File: src/core/psg_pkg.sv
// Constants and types for the deep-sleep port clock gate block
package psg_pkg;
	localparam int PSG_PORTS = 5;
	localparam int PSG_ADDR_W = 12;
	localparam int PSG_DATA_W = 32;
	localparam logic [PSG_ADDR_W-1:0] PSG_OFS_RUN_GATE = 12'h108;
	localparam logic [PSG_ADDR_W-1:0] PSG_OFS_SLEEP_GATE = 12'h118;
	localparam logic [PSG_ADDR_W-1:0] PSG_OFS_DEEP_GATE = 12'h128;
	localparam logic [PSG_ADDR_W-1:0] PSG_OFS_RUN_CFG = 12'h060;
	localparam int PSG_BIT_AUTO = 0;
	localparam int PSG_BIT_PORT_A = 0;
	localparam int PSG_BIT_PORT_E = 4;
	localparam logic [PSG_PORTS-1:0] PSG_GATE_RST = 5'h00;
	localparam logic [PSG_DATA_W-1:0] PSG_ZERO = 32'h0000_0000;
	localparam logic PSG_AUTO_RST = 1'b0;
	typedef enum logic [1:0] {PSG_RUN, PSG_SLEEP, PSG_DEEP} psg_mode_e;
	typedef logic [PSG_PORTS-1:0] psg_gate_t;
endpackage

File: src/core/psg_gate_if.sv
// Gate settings passed from the register file to the mode selector
`timescale 1ns/1ps
interface psg_gate_if;
	import psg_pkg::*;
	psg_gate_t run_gate;
	psg_gate_t sleep_gate;
	psg_gate_t deep_gate;
	logic auto_en;
	psg_mode_e mode;
	psg_gate_t eff_gate;
	modport regs (output run_gate, sleep_gate, deep_gate, auto_en, mode, input eff_gate);
	modport sel (input run_gate, sleep_gate, deep_gate, auto_en, mode, output eff_gate);
endinterface

File: src/core/psg_port_clock_gate.sv
// APB register file and port clock gating for five general-purpose ports
`timescale 1ns/1ps
module psg_port_clock_gate
	import psg_pkg::*;
(
	// Clock and reset
	input wire logic clk_sys,
	input wire logic sys_rst,
	// APB slave
	input wire logic psel,
	input wire logic penable,
	input wire logic pwrite,
	input wire logic [PSG_ADDR_W-1:0] paddr,
	input wire logic [PSG_DATA_W-1:0] pwdata,
	output logic [PSG_DATA_W-1:0] prdata,
	output logic pready,
	output logic pslverr,
	// Power mode from the system controller
	input wire logic sleep_now,
	input wire logic deep_sleep_now,
	// Port clock enables, bit 0 port A
	output logic [PSG_PORTS-1:0] port_clk_en,
	// Accesses aimed at the ports
	input wire logic port_req,
	input wire logic [PSG_PORTS-1:0] port_req_sel,
	output logic port_req_ok,
	output logic port_req_fault
);
	psg_gate_if gif ();

	psg_gate_t run_ff, nxt_run;
	psg_gate_t sleep_ff, nxt_sleep;
	psg_gate_t deep_ff, nxt_deep;
	logic auto_ff, nxt_auto;
	logic [PSG_DATA_W-1:0] rdata_ff, nxt_rdata;
	logic err_ff, nxt_err;
	logic ok_ff, nxt_ok;
	logic fault_ff, nxt_fault;
	logic setup;
	logic wr_acc;

	////////////////////////////////////////////////////////////////////////////
	assign setup = psel && !penable;
	assign wr_acc = psel && penable && pwrite;

	always_comb
	begin
		nxt_run = run_ff;
		nxt_sleep = sleep_ff;
		nxt_deep = deep_ff;
		nxt_auto = auto_ff;
		nxt_rdata = rdata_ff;
		nxt_err = err_ff;
		// Decode during setup so read data leaves a flop in the access phase
		if (setup)
		begin
			nxt_rdata = PSG_ZERO;
			nxt_err = 1'b0;
			if (paddr == PSG_OFS_DEEP_GATE)
				nxt_rdata[PSG_BIT_PORT_E:PSG_BIT_PORT_A] = deep_ff;
			else if (paddr == PSG_OFS_SLEEP_GATE)
				nxt_rdata[PSG_BIT_PORT_E:PSG_BIT_PORT_A] = sleep_ff;
			else if (paddr == PSG_OFS_RUN_GATE)
				nxt_rdata[PSG_BIT_PORT_E:PSG_BIT_PORT_A] = run_ff;
			else if (paddr == PSG_OFS_RUN_CFG)
				nxt_rdata[PSG_BIT_AUTO] = auto_ff;
			else
				nxt_err = 1'b1;
		end
		// Upper write bits are dropped, the gate fields are only five wide and the auto field one
		if (wr_acc)
		begin
			if (paddr == PSG_OFS_DEEP_GATE)
				nxt_deep = pwdata[PSG_BIT_PORT_E:PSG_BIT_PORT_A];
			else if (paddr == PSG_OFS_SLEEP_GATE)
				nxt_sleep = pwdata[PSG_BIT_PORT_E:PSG_BIT_PORT_A];
			else if (paddr == PSG_OFS_RUN_GATE)
				nxt_run = pwdata[PSG_BIT_PORT_E:PSG_BIT_PORT_A];
			else if (paddr == PSG_OFS_RUN_CFG)
				nxt_auto = pwdata[PSG_BIT_AUTO];
		end
	end

	always_ff @(posedge clk_sys)
	begin
		if (sys_rst)
		begin
			run_ff <= PSG_GATE_RST;
			sleep_ff <= PSG_GATE_RST;
			deep_ff <= PSG_GATE_RST;
			auto_ff <= PSG_AUTO_RST;
			rdata_ff <= PSG_ZERO;
			err_ff <= 1'b0;
		end
		else
		begin
			run_ff <= nxt_run;
			sleep_ff <= nxt_sleep;
			deep_ff <= nxt_deep;
			auto_ff <= nxt_auto;
			rdata_ff <= nxt_rdata;
			err_ff <= nxt_err;
		end
	end

	assign pready = 1'b1;
	assign prdata = rdata_ff;
	assign pslverr = psel && penable && err_ff;

	////////////////////////////////////////////////////////////////////////////
	// Deep sleep outranks sleep when both are reported
	assign gif.run_gate = run_ff;
	assign gif.sleep_gate = sleep_ff;
	assign gif.deep_gate = deep_ff;
	assign gif.auto_en = auto_ff;
	// An if chain keeps the enum typed, a conditional operator would not
	always_comb
	begin
		if (deep_sleep_now)
			gif.mode = PSG_DEEP;
		else if (sleep_now)
			gif.mode = PSG_SLEEP;
		else
			gif.mode = PSG_RUN;
	end

	psg_gate_select u_sel
	(
		.clk_sys(clk_sys),
		.sys_rst(sys_rst),
		.gif(gif)
	);

	assign port_clk_en = gif.eff_gate;

	////////////////////////////////////////////////////////////////////////////
	// A request touching any unclocked port is refused as a whole
	always_comb
	begin
		nxt_ok = 1'b0;
		nxt_fault = 1'b0;
		if (port_req)
		begin
			if ((port_req_sel & ~gif.eff_gate) != PSG_GATE_RST)
				nxt_fault = 1'b1;
			else
				nxt_ok = 1'b1;
		end
	end

	always_ff @(posedge clk_sys)
	begin
		if (sys_rst)
		begin
			ok_ff <= 1'b0;
			fault_ff <= 1'b0;
		end
		else
		begin
			ok_ff <= nxt_ok;
			fault_ff <= nxt_fault;
		end
	end

	assign port_req_ok = ok_ff;
	assign port_req_fault = fault_ff;
endmodule

File: src/core/psg_gate_select.sv
// Picks the gate set for the present power mode, the run set in sleep when automatic gating is off
`timescale 1ns/1ps
module psg_gate_select
	import psg_pkg::*;
(
	// Clock and reset
	input wire logic clk_sys,
	input wire logic sys_rst,
	// Gate settings
	psg_gate_if.sel gif
);
	psg_gate_t eff_ff;
	psg_gate_t nxt_eff;

	always_comb
	begin
		nxt_eff = gif.run_gate;
		case (gif.mode)
			PSG_SLEEP:
			begin
				// Without automatic gating the sleep set is ignored
				if (gif.auto_en)
					nxt_eff = gif.sleep_gate;
			end
			PSG_DEEP:
			begin
				nxt_eff = gif.deep_gate;
			end
			default:
			begin
				nxt_eff = gif.run_gate;
			end
		endcase
	end

	always_ff @(posedge clk_sys)
	begin
		if (sys_rst)
			eff_ff <= PSG_GATE_RST;
		else
			eff_ff <= nxt_eff;
	end

	assign gif.eff_gate = eff_ff;
endmodule

File: config.mk
export PLATFORM = sky130hd
export DESIGN_NAME = psg_port_clock_gate
export DESIGN_NICKNAME = d
export VERILOG_FILES = /design/src/core/psg_pkg.sv /design/src/core/psg_gate_if.sv /design/src/core/psg_port_clock_gate.sv /design/src/core/psg_gate_select.sv
export SDC_FILE = /design/constraint.sdc
export NUM_CORES = 1
export LEC_CHECK = 0
export BUFFER_PORTS_ARGS = -buffer_cell sky130_fd_sc_hd__buf_2
export CAP_MARGIN = 20
export CORE_ASPECT_RATIO = 0.5
export CORE_MARGIN = 8
export CORE_UTILIZATION = 40
export CTS_CLUSTER_SIZE = 10
export DETAILED_ROUTE_END_ITERATION = 10
export PLACE_DENSITY = 0.82
export SETUP_SLACK_MARGIN = 0.3
export SYNTH_ARGS = -nofsm -noshare
export SYNTH_HDL_FRONTEND = slang
export SYNTH_HIERARCHICAL = 1
export SYNTH_SLANG_ARGS = --single-unit
File: constraint.sdc
create_clock -name clk_sys -period 3.3 [get_ports clk_sys]
set_input_delay 0.165 -clock clk_sys [delete_from_list [all_inputs] [get_ports clk_sys]]
set_output_delay 0.165 -clock clk_sys [all_outputs]
set_load 0.01 [all_outputs]
# Yosys cells after proc, flatten, opt, wreduce, memory -nomap -nowiden
# Index checks and enable logic that the tools add are counted.
[word_totals]
reg_bits = 29
in_bits = 57
out_inout_bits = 41
word_cells = 47
[classes]
n_eq_ne = 6
mux = 15
bitwise_logic = 6
reduce_logical = 11
[ops]
columns = ["op", "count"]
rows = [
  ["== test 12 x 9 -> 1 bit (second input constant)", 3],
  ["2-to-1 mux 5 bit", 3],
  ["== test 12 x 7 -> 1 bit (second input constant)", 1],
  ["one-hot mux 5 bit (2 select lines)", 1],
  ["2-to-1 mux 1 bit", 9],
  ["AND 5 bit", 1],
  ["inverter 5 bit", 1],
  ["AND reduction 5 bit", 1],
  ["nonzero test 5 bit", 1],
  ["logical AND 1 bit", 4],
  ["2-to-1 mux 4 bit", 1],
  ["inverter 1 bit", 4],
  ["AND reduction 4 bit", 1],
  ["AND reduction 3 bit", 1],
  ["== test 2 x 1 -> 1 bit (second input constant)", 1],
  ["== test 2 bit (second input constant)", 1],
  ["2-to-1 mux 2 bit", 1],
  ["AND reduction 2 bit", 1],
  ["OR reduction 2 bit", 1],
  ["logical NOT 1 bit", 1],
]

# Longest topological paths before layout
[depth]
word_depth = 5
ltp_mapped = 6
depth_no_buf = 6

# Cells and area by module
# The synthesis kept the hierarchy.
[modules_own_cells]
columns = ["module", "instances", "cells_per_inst", "area_per_inst_um2"]
rows = [
  ["psg_port_clock_gate", 1, 154, 1405.1],
  ["psg_gate_select", 1, 27, 271.5],
]

# Worst setup path after synthesis
# OpenSTA, ideal clock, no wires.
[synth_path]
path_type = "input-to-reg"
startpoint = "input paddr[9]"
endpoint = "register auto_ff"
setup_ns = 0.121
arrival_ns = 1.561
slack_ns = 1.619
cell_stages = 4
path_buffers = 0
path_cell_list = "or4_4 > or2_1 > or4_4 > mux2i_1"
[synth_between]
elab_chain_cells = 3
elab_cells_between_ends = 8
[synth_rtl]
columns = ["item", "line_no", "source"]
rows = [
  ["from (decl)", "psg_port_clock_gate.sv:13", "input wire logic [PSG_ADDR_W-1:0] paddr,"],
  ["== test 12 x 9 -> 1 bit, on equally long branches", "psg_port_clock_gate.sv:77, psg_port_clock_gate.sv:73, psg_port_clock_gate.sv:75", ""],
  ["inverter 1 bit (no line)", "n/a", ""],
  ["AND reduction 5 bit (no line) (*)", "n/a", ""],
  ["to (signal assigned)", "psg_port_clock_gate.sv:100", "auto_ff <= nxt_auto;"],
  ["to (decl)", "psg_port_clock_gate.sv:34", "logic auto_ff, nxt_auto;"],
]
# Every way passes the cells marked *; elsewhere a longest branch is shown, timed or not.
# A chain may end at the register's enable or synchronous reset.

# Final worst setup path
[layout_path]
startpoint = "input paddr[9]"
endpoint = "register run_ff[3], in the netlist gif.run_gate[3]"
[layout_between]
elab_chain_cells = 3
elab_cells_between_ends = 6
[layout_rtl]
columns = ["item", "line_no", "source"]
rows = [
  ["== test 12 x 9 -> 1 bit, on equally long branches", "psg_port_clock_gate.sv:75, psg_port_clock_gate.sv:73", ""],
  ["inverter 1 bit (no line)", "n/a", ""],
  ["AND reduction 4 bit (no line) (*)", "n/a", ""],
  ["to (signal assigned)", "psg_port_clock_gate.sv:97", "run_ff <= nxt_run;"],
  ["to (decl)", "psg_port_clock_gate.sv:31", "psg_gate_t run_ff, nxt_run;"],
]
# Marked as above.

==> results by group <==
Setup path
  • CP max-delay cell: or4_4
  • Worst EP arrival: 1.90 ns
  • Startpoint class of the critical path: input port
  • Crit-path cells: buf_2, or4_4, nor4_2, nor3b_4, mux2i_1
  • Crit end category: register
  • Max FO, Critical Path: 5
  • Critical path type: in2reg
  • Max incr delay on CP: 0.52 ns
  • Worst Path Required: 3.52 ns

Route
  • Post-route DRC: 0
  • Met3 wire len: 441 um
  • Routed wire length: 3.96 mm
  • Met2 routed WL: 1.81 mm
  • DRT iter0 DRCs: 131
  • Vias: 1366
  • DRT met1 WL: 1.62 mm
  • DR vias/cell: 4.91
  • Post-route ant nets: 0
  • Top sig layer: met4
  • DRT Pass-1 Iters: 4
  • WL/cell: 14.2 um

Finish
  • # nets final: 282
  • Final core utilization: 48.9%
  • P&R area growth vs syn: 15.7%
  • Antenna fix cells: 0
  • Share of post-route cells with drive strength above 1: 27.2%

Clock network
  • CTS Hold Bufs: 0
  • Post-CTS Setup Bufs: 0
  • Clock Path Buffers: 2
  • Worst skew pair latency: 0.29 ns
  • CTS sink cnt: 29
  • Inserted Clock Buffers: 5
  • Post-CTS Resized: 0
  • Clock Pin Slew Worst Setup and Hold Paths: 0.07 ns
  • Number of H-tree levels: 2
  • CTS tree: yes
  • CTS Root Cell: clkbuf_8

Power
  • Pwr Density: 420 nW/um^2
  • Total power: 815 uW
  • Worst VDD drop: 168 uV
  • Lkg Pwr: 0.894 nW

Floorplanning
  • I/O pin total: 98
  • Rows: 16
  • Full die area: 6650 sq um
  • Die X-Extent: 108 um
  • Initial Util: 42.3%
  • Die Ht: 61.8 um
  • Core area: 3960 sq um

Global route
  • Initial antenna violation count: 0
  • First-pass GRT wire length: 6.09 mm
  • Total global-route track usage: 11.9%
  • GR Overflow Total: 0
  • Vias in the first global route: 1383
  • Largest net degree at the start of global routing: 34

Logic synthesis
  • Yosys warns: 6
  • Synthesized cell area: 1680 sq um
  • Synth Register Bits: 29
  • Post-Syn Instances: 181
  • Count of cell types in the netlist: 38
  • Synth Area per Inst: 9.26 sq um
  • Register area share after synthesis: 34.6%

Timing
  • Max Clk Rate: 596 MHz
  • Period Utilization, post-route: 50.8%
  • Setup TNS: 0 ns
  • WHS: 0.121 ns
  • Crit path time final: 1.68 ns
  • Final Hold Viols: 0
  • Slew Limit Fails: 0
  • Final setup vio count: 0
  • Layout Skew: 0.00984 ns
  • Worst-Margin Slew: 0.695 ns
  • RSZ-0062 raised after global routing: false
  • Rel. slew slack: 53.2%

Placement
  • Gpl congestion: 0.869
  • Port buffer count: 42
  • DP Wirelength: 3.00 mm

Worst hold path
  • Hold crit path type: in2reg

Flow run
  • Max-cap violation count: 0

Status
  • Status: completed
kinds of logic after synthesis:
kind of cell               Yosys count  share of synthesized area [%]
adders and majority gates            2                           1.49
other                                2                          0.448
and+or+nand+nor                     59                           23.4
DFF                                 29                           34.6
AOI/OAI and AO/OA                   29                           12.8
muxes                               20                           11.9
buffers and inverters               40                           15.2
worst paths after layout:
kind,from,to,slack [ns],cells after the start
max,paddr[9],gif.run_gate[3],1.62,5
min,port_req,port_req_ok,0.12,2
max reg2reg,u_sel/gif.eff_gate[3],port_req_ok,2.16,3
min reg2reg,prdata[3],prdata[3],0.48,1
cell type report:
cell class	count	area (sq um)
Clock buffer	7	86.3
Clock inverter	1	30.0
Fill cell	372	2020
Inverter	7	26.3
Multi-Input combinational cell	138	938
Sequential cell	29	581
Tap cell	54	67.6
Timing Repair Buffer	42	210
cells in the final DEF, fill, tap and decap left out, drive strengths merged:
| master | count |
|---|---|
| nor4b | 1 |
| mux2i | 20 |
| nor4 | 2 |
| a22oi | 5 |
| clkbuf | 7 |
| nand4bb | 1 |
| nor3b | 2 |
| nor3 | 1 |
| o22ai | 1 |
| a2bb2oi | 1 |
| or2 | 2 |
| nor2 | 4 |
| and3b | 2 |
| nand4 | 1 |
| nor2b | 6 |
| a2111oi | 2 |
| nand2 | 6 |
| ha | 2 |
| conb | 28 |
| a21oi | 5 |
| or4 | 3 |
| and2b | 1 |
| bufinv | 1 |
| nand3b | 1 |
| nand3 | 2 |
| inv | 7 |
| and3 | 1 |
| o21ai | 10 |
| dfxtp | 29 |
| nand2b | 22 |
| o32a | 1 |
| a22o | 4 |
| nand4b | 1 |
| buf | 42 |
cells in the mapped netlist:
| master | instances | area share [%] |
|---|---|---|
| nor4b_1 | 1 | 0.52 |
| o32a_1 | 1 | 0.60 |
| and2b_4 | 1 | 0.60 |
| and3b_2 | 1 | 0.60 |
| nand2b_1 | 22 | 8.2 |
| or2_2 | 1 | 0.37 |
| nand3_1 | 2 | 0.60 |
| nor2_1 | 4 | 0.90 |
| dfxtp_1 | 29 | 35 |
| conb_1 | 2 | 0.45 |
| nor2b_1 | 6 | 2.2 |
| nor4_2 | 1 | 0.75 |
| clkbuf_1 | 5 | 1.1 |
| a22oi_2 | 5 | 3.7 |
| nor3b_1 | 1 | 0.45 |
| nor4_1 | 1 | 0.37 |
| or2_1 | 1 | 0.37 |
| a2111oi_0 | 2 | 1.0 |
| inv_1 | 7 | 1.6 |
| ha_1 | 2 | 1.5 |
| nor3_1 | 1 | 0.30 |
| o22ai_1 | 1 | 0.37 |
| o21ai_0 | 10 | 3.0 |
| nand4b_1 | 1 | 0.52 |
| nand3b_1 | 1 | 0.45 |
| a22o_1 | 4 | 2.1 |
| a21oi_1 | 5 | 1.5 |
| or4_1 | 1 | 0.45 |
| a2bb2oi_1 | 1 | 0.52 |
| and3b_1 | 1 | 0.52 |
| and3_1 | 1 | 0.37 |
| mux2i_1 | 20 | 12 |
| or4_4 | 2 | 1.3 |
| nand4_1 | 1 | 0.37 |
| nor3b_4 | 1 | 1.1 |
| nand4bb_1 | 1 | 0.67 |
| nand2_1 | 6 | 1.3 |
| buf_4 | 28 | 13 |
metrics by stage:
stage | std cells | instance area (sq um) | setup slack [ns]
final | 278 | 1940 | 1.62
after CTS | 278 | 1940 | 1.63
after global routing | 278 | 1940 | 1.57
after floorplan | 207 | 1770 | 1.62
after detailed placement | 270 | 1820 | 1.33
after global placement | 270 | 1820 | 1.37
critical path: cells and delay by family:
kind / cells / cell delay [ns]
simple gates: 3 / 1.39
mux: 1 / 0.24
buf+inv: 1 / 0.09
where the power goes:
group	internal [mW]	leakage (nW)	switching (mW)
logic	0.0294	0.602	0.0489
registers	0.352	0.234	0.000536
clock network	0.246	0.0585	0.138
total	0.627	0.894	0.188
metal layers:
metal | up-vias | global-route usage [%]
li1 | 661 | -
met1 | 616 | 13.4
met2 | 79 | 19.4
met3 | 10 | 3.70
met4 | 0 | 8.20
met5 | - | 0
flip-flops by register name (all words and copies together) (netlist names):
signal / count
auto_ff: 1
deep_ff: 5
err_ff: 1
gif.run_gate: 5
gif.sleep_gate: 5
port_req_fault: 1
port_req_ok: 1
prdata: 5
u_sel/gif.eff_gate: 5
(Power assumes the default switching activity.)
